===== src/shared/cmp_pkg.sv =====
// Constants, offsets and types of the comparator change interrupt block
// Notes on behaviour
// - Either comparator output differing from its previous value sets the change flag.
// - Change flag is bit 6 of the flag register; a written zero clears it.
// - Software writing one to the change flag sets it like a real change.
// - Comparator interrupt needs change, peripheral and global enables all set.
// - Change flag still sets while any of the three enables is clear.
// - A change coinciding with a control register read may fail to set the flag; this block still sets the flag in that case.
// - Any control register read or write relatches present comparator outputs.
// - Mismatch keeps setting the flag; software reads control before clearing.
// - Comparators keep working in sleep; enabled change interrupt wakes device.
// - Mode field all ones switches both comparators off.
// - Waking from sleep leaves the control register unchanged.
// - Reset forces control register to reset state, mode field all zeros.
// - Both comparators stay powered down throughout the reset interval.
// - Comparator outputs read back in control register bits 7 and 6.
package cmp_pkg;

  localparam int unsigned DATA_W = 32;
  localparam int unsigned OFS_W = 8;
  localparam int unsigned NUM_CMP = 2;

  // Byte offsets on the register bus
  localparam logic [OFS_W-1:0] OFS_CMP_CONTROL = 8'h00;
  localparam logic [OFS_W-1:0] OFS_PERIPH_FLAG = 8'h04;
  localparam logic [OFS_W-1:0] OFS_PERIPH_ENABLE = 8'h08;
  localparam logic [OFS_W-1:0] OFS_IRQ_CONTROL = 8'h0C;
  localparam logic [OFS_W-1:0] OFS_IRQ_STATUS = 8'h10;
  localparam logic [OFS_W-1:0] OFS_IRQ_MASK = 8'h14;

  // Field positions
  localparam int unsigned CTRL_CMP_TWO_BIT = 7;
  localparam int unsigned CTRL_CMP_ONE_BIT = 6;
  localparam int unsigned MODE_LSB = 0;
  localparam int unsigned MODE_W = 3;
  localparam int unsigned FLAG_BIT = 6;
  localparam int unsigned CHANGE_EN_BIT = 6;
  localparam int unsigned GLOBAL_EN_BIT = 7;
  localparam int unsigned PERIPH_EN_BIT = 6;

  // Mode encodings
  localparam logic [MODE_W-1:0] MODE_RESET = 3'h0;
  localparam logic [MODE_W-1:0] MODE_OFF = 3'h7;

  // Sticky event bits
  localparam int unsigned EVT_W = 2;
  localparam int unsigned EVT_CHANGE = 0;
  localparam int unsigned EVT_SOFT = 1;

  // Reset values
  localparam logic [DATA_W-1:0] RDATA_RESET = 32'h0000_0000;
  localparam logic [EVT_W-1:0] EVT_RESET = 2'h0;
  localparam logic [NUM_CMP-1:0] OUT_RESET = 2'h0;

  // AHB-Lite encodings
  localparam logic [2:0] HSIZE_WORD = 3'h2;
  localparam logic HRESP_OKAY = 1'b0;

  typedef enum logic [1:0] {
    BUS_IDLE,
    BUS_WRITE,
    BUS_READ
  } bus_state_t;

endpackage


===== src/shared/irq_evt_if.sv =====
// Carrier between the register top and the sticky interrupt unit
`timescale 1ns/100ps
interface irq_evt_if;
  import cmp_pkg::*;
  logic [EVT_W-1:0] set;
  logic wr_status;
  logic wr_mask;
  logic [EVT_W-1:0] wdata;
  logic [EVT_W-1:0] status;
  logic [EVT_W-1:0] mask;
  logic irq;

  modport owner (
    output set, wr_status, wr_mask, wdata,
    input status, mask, irq
  );
  modport unit (
    input set, wr_status, wr_mask, wdata,
    output status, mask, irq
  );
endinterface


===== src/hdl/cmp_change_detect.sv =====
// Synchroniser, output hold and mismatch detector for the comparators
`timescale 1ns/100ps
module cmp_change_detect #(
  parameter int unsigned N = 2
) (
  // Clock and reset
  input wire logic ref_clk_in,
  input wire logic arst_n_in,
  // Comparator side
  input wire logic [N-1:0] raw_in,
  input wire logic hold_in,
  input wire logic relatch_in,
  // Results
  output logic [N-1:0] live_out,
  output logic mismatch_out
);

  if (N < 1) begin : g_bad_width
    $error("cmp_change_detect needs at least one comparator");
  end

  logic [N-1:0] sync1_q;
  logic [N-1:0] sync2_q;
  logic [N-1:0] live_q;
  logic [N-1:0] live_d;
  logic [N-1:0] ref_q;
  logic [N-1:0] ref_d;

  for (genvar i = 0; i < N; i++) begin : g_sync
    always_ff @(posedge ref_clk_in or negedge arst_n_in) begin
      if (!arst_n_in) begin
        sync1_q[i] <= 1'b0;
        sync2_q[i] <= 1'b0;
      end else begin
        sync1_q[i] <= raw_in[i];
        sync2_q[i] <= sync1_q[i];
      end
    end
  end

  always_comb begin
    // Frozen while powered down so the analog settling cannot flag
    live_d = hold_in ? live_q : sync2_q;
    // Relatch takes the value being presented this cycle
    ref_d = relatch_in ? live_q : ref_q;
  end

  always_ff @(posedge ref_clk_in or negedge arst_n_in) begin
    if (!arst_n_in) begin
      live_q <= '0;
      ref_q <= '0;
    end else begin
      live_q <= live_d;
      ref_q <= ref_d;
    end
  end

  assign live_out = live_q;
  assign mismatch_out = |(live_q ^ ref_q);

endmodule


===== src/hdl/cmp_change_irq.sv =====
// Comparator change interrupt block with its AHB-Lite register slave
`timescale 1ns/100ps
module cmp_change_irq
  import cmp_pkg::*;
(
  // Clock and reset
  input wire logic ref_clk_in,
  input wire logic arst_n_in,

  // AHB-Lite slave
  input wire logic hsel_in,
  input wire logic [31:0] haddr_in,
  input wire logic [1:0] htrans_in,
  input wire logic hwrite_in,
  input wire logic [2:0] hsize_in,
  input wire logic [DATA_W-1:0] hwdata_in,
  output logic [DATA_W-1:0] hrdata_out,
  output logic hreadyout_out,
  output logic hresp_out,

  // Comparator outputs from the analog side
  input wire logic cmp_one_raw_in,
  input wire logic cmp_two_raw_in,

  // Device power state
  input wire logic sleep_in,

  // Analog control
  output logic cmp_power_down_out,
  output logic [MODE_W-1:0] cmp_mode_out,

  // Interrupt and wake
  output logic cmp_irq_out,
  output logic wake_out,
  output logic irq_out
);

  // Bus front end state
  bus_state_t state_q;
  bus_state_t state_d;
  logic [OFS_W-1:0] addr_q;
  logic [OFS_W-1:0] addr_d;
  logic ok_q;
  logic ok_d;
  logic ready_q;
  logic ready_d;
  logic [DATA_W-1:0] hrdata_q;
  logic [DATA_W-1:0] hrdata_d;
  logic resp_q;
  logic resp_d;

  // Register state
  logic [MODE_W-1:0] mode_q;
  logic [MODE_W-1:0] mode_d;
  logic flag_q;
  logic flag_d;
  logic change_en_q;
  logic change_en_d;
  logic periph_en_q;
  logic periph_en_d;
  logic global_en_q;
  logic global_en_d;
  logic cmp_irq_q;
  logic cmp_irq_d;
  logic wake_q;
  logic wake_d;
  logic power_down_q;
  logic power_down_d;

  // Decoded strobes and read mux
  logic accept;
  logic wr_en;
  logic rd_en;
  logic wr_ctrl;
  logic wr_flag;
  logic wr_enable;
  logic wr_irq_ctl;
  logic ctrl_access;
  logic [DATA_W-1:0] read_value;

  // Comparator side
  logic [NUM_CMP-1:0] cmp_live;
  logic mismatch;
  logic cmp_one_output;
  logic cmp_two_output;

  irq_evt_if evt ();

  if (NUM_CMP != 2) begin : g_bad_count
    $error("cmp_change_irq serves exactly two comparators");
  end

  // Each register is one aligned word, so every field must fit in it
  if (DATA_W != 32) begin : g_bad_data
    $error("cmp_change_irq needs a 32-bit data bus");
  end

  // The offset field must hold the whole map and leave the upper
  // address bits for the decode that ignores other addresses
  if ((OFS_W < 5) || (OFS_W > 31)) begin : g_bad_offset
    $error("cmp_change_irq offset width out of range");
  end

  if ((CTRL_CMP_TWO_BIT >= DATA_W) ||
      (CTRL_CMP_ONE_BIT >= DATA_W)) begin : g_bad_ctrl
    $error("cmp_change_irq output bits lie outside the word");
  end

  // Mode encodings are three bits wide and sit below the output bits
  if ((MODE_W != 3) ||
      (MODE_LSB + MODE_W > CTRL_CMP_ONE_BIT)) begin : g_bad_mode
    $error("cmp_change_irq mode field does not fit");
  end

  if ((FLAG_BIT >= DATA_W) || (CHANGE_EN_BIT >= DATA_W) ||
      (GLOBAL_EN_BIT >= DATA_W) || (PERIPH_EN_BIT >= DATA_W) ||
      (GLOBAL_EN_BIT == PERIPH_EN_BIT)) begin : g_bad_enable
    $error("cmp_change_irq flag or enable bit out of place");
  end

  // Two sticky events: the hardware change and the software set
  if ((EVT_W != 2) || (EVT_CHANGE == EVT_SOFT)) begin : g_bad_event
    $error("cmp_change_irq needs two distinct sticky events");
  end

  cmp_change_detect #(
    .N(NUM_CMP)
  ) u_detect (
    .ref_clk_in(ref_clk_in),
    .arst_n_in(arst_n_in),
    .raw_in({cmp_two_raw_in, cmp_one_raw_in}),
    .hold_in(power_down_q),
    .relatch_in(ctrl_access),
    .live_out(cmp_live),
    .mismatch_out(mismatch)
  );

  irq_sticky_unit u_irq (
    .ref_clk_in(ref_clk_in),
    .arst_n_in(arst_n_in),
    .evt(evt)
  );

  assign cmp_one_output = cmp_live[0];
  assign cmp_two_output = cmp_live[1];

  // Bus handshake. Reads take one wait state so that a write just
  // before them is already stored when the read data is captured.
  assign accept = hsel_in & htrans_in[1] & ready_q;
  assign wr_en = (state_q == BUS_WRITE) & ok_q;
  assign rd_en = (state_q == BUS_READ) & ok_q;

  always_comb begin
    state_d = state_q;
    addr_d = addr_q;
    ok_d = ok_q;
    ready_d = ready_q;
    hrdata_d = hrdata_q;
    // Transfers other than aligned whole words are ignored rather than refused, so every answer is OKAY
    resp_d = HRESP_OKAY;
    unique case (state_q)
      BUS_IDLE, BUS_WRITE: begin
        if (accept) begin
          addr_d = haddr_in[OFS_W-1:0];
          ok_d = (haddr_in[31:OFS_W] == '0) &
                 (haddr_in[1:0] == 2'h0) & (hsize_in == HSIZE_WORD);
          state_d = hwrite_in ? BUS_WRITE : BUS_READ;
          ready_d = hwrite_in;
        end else begin
          state_d = BUS_IDLE;
          ready_d = 1'b1;
        end
      end
      BUS_READ: begin
        hrdata_d = ok_q ? read_value : RDATA_RESET;
        ready_d = 1'b1;
        state_d = BUS_IDLE;
      end
    endcase
  end

  always_ff @(posedge ref_clk_in or negedge arst_n_in) begin
    if (!arst_n_in) begin
      state_q <= BUS_IDLE;
      addr_q <= OFS_CMP_CONTROL;
      ok_q <= 1'b0;
      ready_q <= 1'b1;
      hrdata_q <= RDATA_RESET;
      resp_q <= HRESP_OKAY;
    end else begin
      state_q <= state_d;
      addr_q <= addr_d;
      ok_q <= ok_d;
      ready_q <= ready_d;
      hrdata_q <= hrdata_d;
      resp_q <= resp_d;
    end
  end

  // Register decode
  assign wr_ctrl = wr_en & (addr_q == OFS_CMP_CONTROL);
  assign wr_flag = wr_en & (addr_q == OFS_PERIPH_FLAG);
  assign wr_enable = wr_en & (addr_q == OFS_PERIPH_ENABLE);
  assign wr_irq_ctl = wr_en & (addr_q == OFS_IRQ_CONTROL);
  assign ctrl_access = (wr_en | rd_en) & (addr_q == OFS_CMP_CONTROL);

  always_comb begin
    read_value = RDATA_RESET;
    unique case (addr_q)
      OFS_CMP_CONTROL: begin
        read_value[CTRL_CMP_TWO_BIT] = cmp_two_output;
        read_value[CTRL_CMP_ONE_BIT] = cmp_one_output;
        read_value[MODE_LSB +: MODE_W] = mode_q;
      end
      OFS_PERIPH_FLAG: begin
        read_value[FLAG_BIT] = flag_q;
      end
      OFS_PERIPH_ENABLE: begin
        read_value[CHANGE_EN_BIT] = change_en_q;
      end
      OFS_IRQ_CONTROL: begin
        read_value[GLOBAL_EN_BIT] = global_en_q;
        read_value[PERIPH_EN_BIT] = periph_en_q;
      end
      OFS_IRQ_STATUS: begin
        read_value[EVT_W-1:0] = evt.status;
      end
      OFS_IRQ_MASK: begin
        read_value[EVT_W-1:0] = evt.mask;
      end
      default: begin
        read_value = RDATA_RESET;
      end
    endcase
  end

  // Control, flag and enable registers
  always_comb begin
    // Sleep has no path into the mode field, so waking keeps it
    mode_d = mode_q;
    if (wr_ctrl) begin
      mode_d = hwdata_in[MODE_LSB +: MODE_W];
    end
    flag_d = flag_q;
    if (wr_flag) begin
      flag_d = hwdata_in[FLAG_BIT];
    end
    // A live mismatch wins over a clear in the same cycle, and keeps
    // setting the flag until a control access relatches the outputs.
    // A change landing exactly on a relatch cycle is compared against
    // the new reference, which is the value before the change, and sets the flag.
    if (mismatch) begin
      flag_d = 1'b1;
    end
    change_en_d = wr_enable ? hwdata_in[CHANGE_EN_BIT] : change_en_q;
    periph_en_d = wr_irq_ctl ? hwdata_in[PERIPH_EN_BIT] : periph_en_q;
    global_en_d = wr_irq_ctl ? hwdata_in[GLOBAL_EN_BIT] : global_en_q;
    cmp_irq_d = flag_q & change_en_q & periph_en_q & global_en_q;
    // Wake does not need the global enable; the comparators keep
    // running in sleep, only the power-down modes stop them.
    wake_d = sleep_in & flag_q & change_en_q;
    power_down_d = (mode_d == MODE_OFF) | (mode_d == MODE_RESET);
  end

  always_ff @(posedge ref_clk_in or negedge arst_n_in) begin
    if (!arst_n_in) begin
      mode_q <= MODE_RESET;
      flag_q <= 1'b0;
      change_en_q <= 1'b0;
      periph_en_q <= 1'b0;
      global_en_q <= 1'b0;
      cmp_irq_q <= 1'b0;
      wake_q <= 1'b0;
      power_down_q <= 1'b1;
    end else begin
      mode_q <= mode_d;
      flag_q <= flag_d;
      change_en_q <= change_en_d;
      periph_en_q <= periph_en_d;
      global_en_q <= global_en_d;
      cmp_irq_q <= cmp_irq_d;
      wake_q <= wake_d;
      power_down_q <= power_down_d;
    end
  end

  // Sticky events: hardware change and software-forced flag
  always_comb begin
    evt.set = EVT_RESET;
    evt.set[EVT_CHANGE] = mismatch;
    evt.set[EVT_SOFT] = wr_flag & hwdata_in[FLAG_BIT];
    evt.wr_status = wr_en & (addr_q == OFS_IRQ_STATUS);
    evt.wr_mask = wr_en & (addr_q == OFS_IRQ_MASK);
    evt.wdata = hwdata_in[EVT_W-1:0];
  end

  // Outputs
  assign hrdata_out = hrdata_q;
  assign hreadyout_out = ready_q;
  assign hresp_out = resp_q;
  assign cmp_power_down_out = power_down_q;
  assign cmp_mode_out = mode_q;
  assign cmp_irq_out = cmp_irq_q;
  assign wake_out = wake_q;
  assign irq_out = evt.irq;

endmodule


===== src/hdl/irq_sticky_unit.sv =====
// Sticky interrupt status with mask and one level interrupt
`timescale 1ns/100ps
module irq_sticky_unit
  import cmp_pkg::*;
(
  // Clock and reset
  input wire logic ref_clk_in,
  input wire logic arst_n_in,
  // Carrier to the register top
  irq_evt_if.unit evt
);

  logic [EVT_W-1:0] status_q;
  logic [EVT_W-1:0] status_d;
  logic [EVT_W-1:0] mask_q;
  logic [EVT_W-1:0] mask_d;
  logic irq_q;
  logic irq_d;

  always_comb begin
    status_d = status_q;
    if (evt.wr_status) begin
      status_d = status_q & ~evt.wdata;
    end
    // A new event beats a simultaneous write-one clear
    status_d = status_d | evt.set;
    mask_d = evt.wr_mask ? evt.wdata : mask_q;
    irq_d = |(status_d & mask_d);
  end

  always_ff @(posedge ref_clk_in or negedge arst_n_in) begin
    if (!arst_n_in) begin
      status_q <= EVT_RESET;
      mask_q <= EVT_RESET;
      irq_q <= 1'b0;
    end else begin
      status_q <= status_d;
      mask_q <= mask_d;
      irq_q <= irq_d;
    end
  end

  assign evt.status = status_q;
  assign evt.mask = mask_q;
  assign evt.irq = irq_q;

endmodule


===== config.mk =====
export PLATFORM = sky130hd
export DESIGN_NAME = cmp_change_irq
export DESIGN_NICKNAME = d
export VERILOG_FILES = /design/src/shared/cmp_pkg.sv /design/src/shared/irq_evt_if.sv /design/src/hdl/cmp_change_detect.sv /design/src/hdl/cmp_change_irq.sv /design/src/hdl/irq_sticky_unit.sv
export SDC_FILE = /design/constraint.sdc
export NUM_CORES = 1
export LEC_CHECK = 0
export BUFFER_PORTS_ARGS = -buffer_cell sky130_fd_sc_hd__buf_2
export CORE_MARGIN = 8
export CORE_UTILIZATION = 43
export DETAILED_ROUTE_END_ITERATION = 12
export PLACE_DENSITY = 0.77
export RECOVER_POWER = 25
export SYNTH_ARGS = -nofsm -noshare
export SYNTH_HDL_FRONTEND = slang
export SYNTH_SLANG_ARGS = --single-unit

===== constraint.sdc =====
create_clock -name ref_clk_in -period 2.3 [get_ports ref_clk_in]
set_input_delay 0.23 -clock ref_clk_in [delete_from_list [all_inputs] [get_ports ref_clk_in]]
set_output_delay 0.23 -clock ref_clk_in [all_outputs]
set_load 0.01 [all_outputs]

## After elaboration in Yosys (flattened, before gate mapping)

Cells that the tools add are included.

- Divide/modulo/power cells: 0
- Reductions and logical operators: 10
- Muxes and demuxes: 15
- Shift-type cells: 0
- $mul: 0
- $add $sub $neg: 0
- Eq/ne operators: 9
- Order comparisons: 0
- Bitwise operators: 26

Operators by type and width:

| operator | count |
|---|---|
| $logic_not A24 Y1 | 1 |
| $and A1 B1 Y1 | 19 |
| $eq A8 B4 Y1 const B | 2 |
| $eq A8 B5 Y1 const B | 2 |
| $eq A8 B3 Y1 const B | 1 |
| $logic_not A8 Y1 | 1 |
| $mux W2 | 4 |
| $mux W8 | 1 |
| $pmux W2 S3 | 1 |
| $reduce_or A2 Y1 | 3 |
| $and A2 B2 Y2 | 2 |
| $logic_not A2 Y1 | 2 |
| $mux W1 | 4 |
| $pmux W1 S2 | 2 |
| $pmux W1 S4 | 1 |
| $pmux W2 S2 | 1 |
| $eq A3 B2 Y1 const B | 1 |
| $eq A3 B3 Y1 const B | 1 |
| $logic_not A3 Y1 | 1 |
| $mux W3 | 1 |
| $eq A2 B1 Y1 const B | 1 |
| $eq A2 B2 Y1 const B | 1 |
| $not A2 Y2 | 1 |
| $or A1 B1 Y1 | 2 |
| 4 further kinds | 4 |

- Flip-flop bits (word level): 67
- Memories: 0
- Bits in latches: 0
- Bits in writable memories: 0
- Logic and storage cells: 82
- Output and inout port bits: 41
- ROM bits: 0
- Input bits: 76

## Longest topological paths before layout

Gate-level depths: netlist (run 1).

- Depth after elaboration: 7
- Depth in mapped cells: 5
- Mapped depth without buffers: 4

## Hierarchy

Synthesis (run 1) repeated with hierarchy kept, for this count alone.

- Cell total of the unflattened synthesis: 168
- Area, all modules: 1995.7 µm²

By module, submodules not included:

| module | times used | seq. area each (µm²) | area each (µm²) | cells each |
|---|---|---|---|---|
| cmp_change_irq | 1 | 678.2 | 1542.7 | 141 |
| cmp_change_detect | 1 | 200.2 | 266.5 | 15 |
| irq_sticky_unit | 1 | 125.1 | 186.4 | 12 |

## Worst setup path after synthesis (run 1)

No wires, ideal clock.

- Path type: register to register
- From: register addr_q[7]
- To: register u_irq.irq_q (netlist: u_irq.evt.irq)
- Buffers on the path: 0
- Stages on the path, launching flop included: 5
- Period minus slack after synthesis: 1929 ps
- Arrival: 1808 ps
- Setup slack: 371 ps
- Setup time: 121 ps
- Required time: 2179 ps
- Cells stage by stage: dfrtp_1 > or4_4 > nor4_4 > mux2_2 > a22o_1

- Elaborated cells on any way between the ends: 12
- Those cells by class: eq/ne: 3; mux: 2; bitwise: 6; reduce/logical: 1

RTL lines:

| item | line | RTL |
|---|---|---|
| from (decl) | cmp_change_irq.sv:41 | `logic [OFS_W-1:0] addr_q;` |
| from (signal assigned) | cmp_change_irq.sv:192 | `addr_q <= addr_d;` |
| $eq A8 B5 Y1 | cmp_change_irq.sv:293 | `evt.wr_mask = wr_en & (addr_q == OFS_IRQ_MASK);` |
| $and A1 B1 Y1 | cmp_change_irq.sv:293 |  |
| $mux W2 | irq_sticky_unit.sv:27 | `mask_d = evt.wr_mask ? evt.wdata : mask_q;` |
| named net u_irq.mask_d[0] | irq_sticky_unit.sv:16 | `logic [EVT_W-1:0] mask_d;` |
| $and A2 B2 Y2 | irq_sticky_unit.sv:28 | `irq_d = \|(status_d & mask_d);` |
| $reduce_or A2 Y1 | irq_sticky_unit.sv:28 |  |
| named net u_irq.irq_d | irq_sticky_unit.sv:18 | `logic irq_d;` |
| to (signal assigned) | irq_sticky_unit.sv:39 | `irq_q <= irq_d;` |
| to (decl) | irq_sticky_unit.sv:17 | `logic irq_q;` |

The timed path passes the listed nets, and every way through them passes these cells.
A chain may end at the register's enable or synchronous reset.

## Worst setup path in the final report (run 1)

Same ends and word-level chain as after synthesis.

==> run_results.csv, run 1 <==
group,metric,value,unit
logic_synthesis,synth-edff-count,0,
route,drtPass1Iterations,4,
clock_tree,post_cts_resized,0,
sta,finalMaxSlewViolations,41,
clock_tree,post_cts_buffers,0,
critical_path,reg2reg_setup_slack,250,ps
critical_path,critPathKind,"reg -> reg",
sta,min_period,2049,ps
run,cap_violations,1,
power,total_power,1.504,mW
logic_synthesis,syn_inst,170,
critical_path,critPathMaxStageDelay,590,ps
layout,diodes,0,
critical_path,worstSetupStartpointType,"flip-flop",
layout,mostFrequentLayoutCells,"buf_2, dfrtp_1, conb_1",
clock_tree,cts_made_buffers,5,
placement,pre_cts_slack,248.9,ps
layout,layout-drive-gt1-share,0.4206,
clock_tree,cts_max_level,2,
placement,gp_congestion,0.8161,
logic_synthesis,yosys_most_used_dff,"dfrtp_1",
clock_tree,clkLatencyLatePin,300,ps
global_route,grt_pass1_vias,1523,
sta,slew-limit-headroom,-0.3699,
logic_synthesis,ys_types,37,
clock_tree,cts_root_buf,"clkbuf_8",
placement,dp.cells,279,
layout,final_cells,287,
sta,max_freq,488.1,MHz
critical_path,crit_fanout,4,
global_route,grt_max_degree,41,
global_route,grt_pass1_wl,7.300,mm
placement,hpwlAfterDp,3.390,mm
clock_tree,cts_tree,"built",
placement,place_area,2250,um2
critical_path,worstPathArrival,2240,ps
sta,timing.final.ws_setup,251.2,ps
route,wl_per_cell,14.84,um
die,start_util,0.4354,
sta,period_share,0.8908,
route,wirelength,4.258,mm
sta,setup_viol,0,
layout,postLayoutCoreUtil,0.5102,
logic_synthesis,syn_area,2002,um2
die,die_area,7095,um2
outcome,violations,"capacitance limit, slew limit",
clock_tree,hold_buffers,0,
die,core,4598,um2
global_route,antenna_found_initial,0,
layout,final_cell_area,2346,um2
power,power.density,641.3,nW/um2
clock_tree,clk_pin_slew_worst_paths,70,ps
sta,skew,2.901,ps
global_route,overflow,0,
die,die_w,84.23,um
layout,final_nets,308,
layout,multiInputGateArea,867.1,um2
critical_path,crit_family,"simple AND/OR/NAND/NOR gates",
route,drt_iter0_markers,34,
logic_synthesis,synth_seq_cells,40,
critical_path,crit_buf_inv,0,
route,num_vias,1396,
worst_hold_path,hold_path.class,"in -> reg",
clock_tree,clockBufferDepth,2,
placement,io_buffers,60,
logic_synthesis,postSynthAreaPerCell,11.78,um2
route,drc,0,
layout,regArea,1003,um2
logic_synthesis,yosys_warnings,0,
critical_path,cp.required,2490,ps
sta,rsz0062_at_grt,"no",
outcome,status,"finished with violations",
logic_synthesis,postSynth.asyncResetShare,1.000,
critical_path,path_cells,"or4_4 -> nor4_4 -> mux2_2 -> a22o_1",
route,antenna_left,0,
route,vias_per_cell,4.864,
power,irDropWorstVdd,0.3039,mV
die,io_pins,117,
sta,whs,36.28,ps
layout,area_growth,17.19,%
power,p_leak,1.112,nW
sta,setup_tns,0,ps
critical_path,slowest_stage,"or4_4",
logic_synthesis,yosysSeqAreaShare,0.5013,
layout,n_fill_cell,426,
die,die_h,84.23,um
global_route,grt.total_usage,0.1244,
sta,hold_violations,0,
sta,worst_pin_slew,2055,ps
die,placementRows,25,
clock_tree,cts.sinks,40,
critical_path,cp-end-kind,"flip-flop",
layout,final_common_cell,"buf_2",
-- final cells by class --
class,instances,area share
multi-input combinational,123,0.3696
inverter,1,0.001600
timing repair buffer,61,0.1307
sequential,40,0.4277
tap,54,0.02880
clock inverter,2,0.006400
clock buffer,6,0.03520
-- power breakdown --
| part | internal [mW] | switching, mW |
|---|---|---|
| sequential | 0.747 | 0.0612 |
| combinational | 0.105 | 0.0996 |
| clock | 0.243 | 0.249 |
| total | 1.09 | 0.410 |
-- state kept, by name (all words and copies together), names as in the netlist, 2 cells and up --
register and flops:
addr_q 8, cmp_mode_out 3, hrdata_out 5, state_q 2, u_detect.live_out 2, u_detect.ref_q 2
u_detect.sync1_q 2, u_detect.sync2_q 2, u_irq.evt.mask 2, u_irq.evt.status 2
-- kinds of logic (layout without fill, tap and decap cells) --
| group | after synthesis | count (layout) | share of synthesized area |
|---|---|---|---|
| AO/OA/AOI/OAI | 14 | 14 | 0.05188 |
| AND/OR/NAND/NOR | 55 | 55 | 0.1800 |
| flip-flops | 40 | 40 | 0.5012 |
| XOR/XNOR | 2 | 2 | 0.008752 |
| buffers and inverters | 34 | 70 | 0.1162 |
| multiplexers | 24 | 24 | 0.1400 |
| other | 1 | 28 | 0.001873 |
-- cells in the mapped netlist, drive strengths merged, types with 2 or more instances --
| cell | n | area share |
|---|---|---|
| nor2 | 4 | 0.0075 |
| o21ai | 2 | 0.0050 |
| xnor2 | 2 | 0.0088 |
| and3 | 2 | 0.0062 |
| buf | 28 | 0.10 |
| a21oi | 2 | 0.0050 |
| nand3 | 5 | 0.012 |
| nor3 | 6 | 0.017 |
| mux2 | 22 | 0.12 |
| nand2 | 6 | 0.011 |
| dfstp | 2 | 0.026 |
| nand4 | 7 | 0.022 |
| clkbuf | 5 | 0.0094 |
| nand2b | 4 | 0.012 |
| nor4 | 7 | 0.029 |
| nor4b | 2 | 0.012 |
| a22o | 6 | 0.026 |
| nand4b | 3 | 0.013 |
| dfrtp | 38 | 0.47 |
| and3b | 3 | 0.013 |
-- per-layer routing --
| metal | vias up | wire, um | part of all wire | track usage |
|---|---|---|---|---|
| met5 | - | 0 | 0 | 0 |
| met4 | 0 | 106 | 0.025 | 0.07535 |
| met3 | 7 | 208 | 0.049 | 0.03001 |
| met2 | 43 | 2058 | 0.48 | 0.1866 |
| met1 | 660 | 1885 | 0.44 | 0.1576 |
| li1 | 686 | - | - | - |
-- worst paths after layout --
kind,from,to,depth (start not counted)
hold reg to reg,u_detect.sync1_q[1],u_detect.sync2_q[1],0
max in group asynchronous,arst_n_in,addr_q[6],1
min in group asynchronous,arst_n_in,u_detect.sync2_q[0],1
hold / removal,cmp_one_raw_in,u_detect.sync1_q[0],1
setup reg to reg,addr_q[7],u_irq.evt.irq,4
setup / recovery,addr_q[7],u_irq.evt.irq,4
Note: power is estimated with default switching activity, not from simulation.
==> run 2: changes to the inputs <==
- CTS_CLUSTER_SIZE: not set -> 10
- clock period: 2.3 -> 1.9 ns (I/O delays scaled with it)
==> run 2 against run 1 <==
The run now ends clean. Cell area grew 3.6%. Flip-flop and latch count is the same. Critical path depth is the same. Non-clock buffer count grew 8. Register-to-register slack lost 250 ps. Clock skew grew 5.6 ps. Combinational power grew 44%. Die area is the same. Cell count grew 2.8%. Maximum frequency grew 8.1%. Global-route usage grew 0.21 points. Core utilization grew 1.8 points. Highest routed layer unchanged.
==> run_results.csv, run 2 (synthesized netlist as in run 1, its figures left out) <==
group,metric,value,unit
run,cap_violations,0,
layout,n_fill_cell,420,
clock_tree,cts_root_buf,"clkbuf_8",
power,comb_power_share,0.153,
clock_tree,clk_pin_slew_worst_paths,70,ps
route,drc,0,
layout,final_common_cell,"buf_2",
die,die_area,7095,um2
critical_path,reg2reg_setup_slack,4,ps
sta,min_period,1896,ps
route,drtPass1Iterations,4,
placement,hpwlAfterDp,3.508,mm
sta,setup_viol,0,
critical_path,cp-end-kind,"flip-flop",
sta,slew-limit-headroom,0.3536,
global_route,overflow,0,
layout,mostFrequentLayoutCells,"buf_2, dfrtp_1, conb_1",
route,vias_per_cell,5.007,
critical_path,crit_path_end,"u_irq.evt.irq",
global_route,grt_pass1_vias,1502,
critical_path,critPathKind,"reg -> reg",
power,switchingPower,0.4840,mW
power,sequentialPowerShare,0.502,
layout,area_growth,21.37,%
power,p_leak,1.166,nW
sta,rsz0062_at_grt,"yes",
clock_tree,post_cts_buffers,0,
die,die_h,84.23,um
clock_tree,cts_tree,"built",
global_route,grt.total_usage,0.1265,
clock_tree,cts.sinks,40,
die,die_w,84.23,um
critical_path,r2r-end,"u_irq.evt.irq",
layout,postLayoutCoreUtil,0.5284,
critical_path,r2r_start,"addr_q[7]",
critical_path,cp.required,2080,ps
sta,worst_pin_slew,969.6,ps
die,io_pins,117,
global_route,antenna_found_initial,0,
placement,place_area,2295,um2
layout,diodes,0,
layout,largest_reg_flops,8,
route,antenna_left,0,
die,start_util,0.4354,
sta,setup_tns,0,ps
critical_path,crit_fanout,4,
die,placementRows,25,
critical_path,worstSetupStartpointType,"flip-flop",
power,intPower,1.445,mW
power,power.density,793.7,nW/um2
route,wl_per_cell,15.45,um
power,clkPwrFrac,0.345,
critical_path,crit_start,"addr_q[7]",
power,total_power,1.929,mW
route,drt_iter0_markers,121,
sta,period_share,0.9978,
layout,final_cell_area,2430,um2
placement,gp_congestion,0.8201,
sta,finalMaxSlewViolations,0,
placement,io_buffers,60,
global_route,grt_pass1_wl,7.348,mm
layout,layout-drive-gt1-share,0.4357,
sta,hold_violations,0,
clock_tree,cts_max_level,2,
critical_path,reg2reg_depth,4,
clock_tree,cts_made_buffers,5,
layout,regMostFlops,"addr_q",
critical_path,worstPathArrival,2080,ps
sta,max_freq,527.5,MHz
power,irDropWorstVdd,0.4663,mV
clock_tree,clkLatencyLatePin,290,ps
global_route,grt_max_degree,41,
power,switching_share,0.2509,
sta,skew,8.511,ps
route,num_vias,1477,
worst_hold_path,hold_path.class,"in -> async",
outcome,status,"complete, no violations",
placement,dp.cells,285,
layout,final_cells,295,
route,wirelength,4.559,mm
clock_tree,clockBufferDepth,2,
layout,final_nets,316,
die,core,4598,um2
run 2: metrics by stage:
step	hold WS [ps]	setup WS [ps]
after floorplan	-105.6	89.05
after detailed placement	300.5	5.222
after global placement	298.5	14.04
after CTS	3.631	-13.89
final	41.38	4.096
after global routing	73.90	-54.02
run 2: worst min path at each step:
stage	slack [ps]	depth (start not counted)	startpoint	end
after floorplan	-110	0	arst_n_in	addr_q[0]
after global placement	300	1	cmp_two_raw_in	u_detect.sync1_q[1]
after detailed placement	300	1	cmp_two_raw_in	u_detect.sync1_q[1]
after CTS	4	1	cmp_one_raw_in	u_detect.sync1_q[0]
after global routing	70	2	hwrite_in	state_q[1]
final	40	1	arst_n_in	u_detect.sync1_q[1]
run 2: area by class of cell:
class	instances	area [um2]	area share
Sequential cell	40	1003	0.4130
Tap cell	54	67.56	0.02781
Multi-Input combinational cell	123	874.6	0.3599
Clock inverter	2	35.03	0.01442
Clock buffer	6	72.57	0.02987
Timing Repair Buffer	69	372.9	0.1535
Inverter	1	3.754	0.001545
run 2: critical path, stage by stage (launching register included):
cell,delay (ps)
dfrtp_1,380
or4_4,590
nor4_4,220
mux2_2,380
a22o_1,210
run 2: power by group through the flow:
stage          registers (mW)  logic [mW]  clock network, mW
2_1_floorplan           0.954       0.224                  0
3_3_place_gp            0.979       0.279                  0
3_5_place_dp            0.981       0.286                  0
4_1_cts                 0.968       0.292              0.684
5_1_grt                 0.977       0.324              0.721
6_report                0.969       0.294              0.666
run 2: routing by layer:
| layer | up-vias | part of all wire | global-route usage |
|---|---|---|---|
| met3 | 5 | 0.058 | 0.04550 |
| met5 | - | 0 | 0 |
| met1 | 728 | 0.42 | 0.1476 |
| li1 | 700 | - | - |
| met2 | 44 | 0.51 | 0.2068 |
| met4 | 0 | 0.014 | 0.04710 |
run 2: timing repair:
item | in CTS | in global routing
gates resized for setup | 1 | 1
hold endpoints to repair | 1 | 1
hold buffers | 1 | 1
setup endpoints to repair | 1 | 3
==> run 3: changes to the inputs <==
- CELL_PAD_IN_SITES_DETAIL_PLACEMENT: not set -> 1
- CELL_PAD_IN_SITES_GLOBAL_PLACEMENT: not set -> 2
- CORE_UTILIZATION: 43 -> 25
- GPL_TIMING_DRIVEN: not set -> 0
- SKIP_CTS_REPAIR_TIMING: not set -> 1
==> run 3 against run 2 <==
The run now ends with setup timing left. Hold slack gained 7.3 ps. First-iteration DRC count shrank 58%. Sequential power shrank 2.3%. Via count grew 7.2%. Critical path type unchanged. Clock power grew 44%. Die area grew 57%. Critical endpoint unchanged. Clock skew shrank 3.3 ps.
==> run_results.csv, run 3 (synthesized netlist as in run 1, its figures left out) <==
group,metric,value,unit
global_route,antenna_found_initial,0,
route,num_vias,1584,
clock_tree,cts_tree,"built",
sta,max_freq,518.6,MHz
power,irDropWorstVdd,0.3105,mV
layout,final_nets,342,
layout,n_fill_cell,909,
clock_tree,clkLatencyLatePin,290,ps
layout,diodes,0,
die,io_pins,117,
route,vias_per_cell,4.293,
global_route,overflow,0,
layout,layout-drive-gt1-share,0.4794,
critical_path,critPathMaxStageDelay,600,ps
clock_tree,cts_max_level,2,
route,drc,0,
layout,final_common_cell,"buf_2",
sta,timing.final.ws_setup,-28.16,ps
placement,place_area,2531,um2
critical_path,reg2reg_setup_slack,-30,ps
placement,hpwlAfterDp,4.224,mm
global_route,grt_pass1_wl,9.004,mm
critical_path,crit_buf_inv,0,
critical_path,crit_start,"addr_q[7]",
clock_tree,cts.sinks,40,
power,power.density,827.6,nW/um2
clock_tree,cts_root_buf,"clkbuf_8",
global_route,grt_max_degree,41,
critical_path,r2r_start,"addr_q[7]",
sta,finalMaxSlewViolations,0,
critical_path,path_cells,"or4_4 -> nor4_4 -> mux2_2 -> a22o_1",
critical_path,cp-end-kind,"flip-flop",
sta,hold_violations,0,
layout,area_growth,36.00,%
layout,regMostFlops,"addr_q",
critical_path,worstPathArrival,2110,ps
critical_path,crit_family,"simple AND/OR/NAND/NOR gates",
clock_tree,clockBufferDepth,2,
sta,period_share,1.015,
sta,min_period,1928,ps
sta,whs,48.69,ps
sta,slew-limit-headroom,0.3374,
layout,final_cell_area,2723,um2
critical_path,slowest_stage,"or4_4",
critical_path,r2r-end,"u_irq.evt.irq",
critical_path,reg2reg_depth,4,
layout,largest_reg_flops,8,
route,wl_per_cell,14.18,um
global_route,grt_pass1_vias,1842,
placement,io_buffers,60,
sta,rsz0062_at_grt,"yes",
power,p_leak,1.313,nW
placement,gp_congestion,0.7653,
outcome,status,"finished with violations",
critical_path,critPathKind,"reg -> reg",
route,drtPass1Iterations,4,
critical_path,cp.required,2080,ps
die,die_w,105.5,um
critical_path,worstSetupStartpointType,"flip-flop",
sta,worst_pin_slew,993.9,ps
die,placementRows,32,
worst_hold_path,hold_path.class,"in -> async",
sta,setup_viol,1,
clock_tree,cts_made_buffers,5,
route,drt_iter0_markers,51,
sta,skew,5.222,ps
route,antenna_left,0,
critical_path,crit_fanout,4,
die,die_area,11130,um2
route,wirelength,5.234,mm
outcome,violations,"setup timing",
die,die_h,105.5,um
run,cap_violations,0,
die,start_util,0.2591,
layout,mostFrequentLayoutCells,"buf_2, dfrtp_1, buf_4, conb_1, mux2_2",
clock_tree,clk_pin_slew_worst_paths,80,ps
die,core,7727,um2
global_route,grt.total_usage,0.09954,
## run 3: power by group
part           internal, mW  switching [mW]
logic                 0.171           0.176
registers             0.905          0.0424
clock network         0.657           0.302
total                  1.73           0.520
## run 3: final cells by class
| cell class | count | area (um2) | area share |
|---|---|---|---|
| Buffer | 33 | 229.0 | 0.08410 |
| Inverter | 1 | 3.754 | 0.001379 |
| Tap cell | 102 | 127.6 | 0.04687 |
| Multi-Input combinational cell | 123 | 879.6 | 0.3231 |
| Timing Repair Buffer | 62 | 320.3 | 0.1176 |
| Clock buffer | 5 | 68.82 | 0.02528 |
| Sequential cell | 40 | 1003 | 0.3686 |
| Clock inverter | 3 | 90.09 | 0.03309 |
## run 3: worst max path at each step
stage	cells past startpoint	end	slack (ps)
final	4	u_irq.evt.irq	-30
after global routing	4	u_irq.evt.irq	-90
after CTS	4	u_detect.ref_q[1]	-210
after detailed placement	4	u_detect.ref_q[1]	-190
after global placement	4	u_detect.ref_q[0]	-140
after floorplan	4	u_irq.evt.irq	90
## run 3: routing by layer
layer	global-route usage	vias up	wire [um]
li1	-	752	-
met1	0.1190	751	2300
met2	0.1533	74	2298
met3	0.05298	7	580
met4	0.02446	0	55
met5	0	-	0
## run 3: through the flow
step	total power, mW	util	instances	setup TNS, ps	worst slack, ps
floorplan	1.178	-	197	0	89.05
global placement	1.289	0.3276	359	-295.1	-137.9
detailed placement	1.300	0.3276	359	-584.3	-193.9
CTS	2.262	0.3481	367	-716.4	-205.1
global route	2.367	0.3523	369	-441.7	-92.39
finish	2.253	0.3523	369	-28.16	-28.16
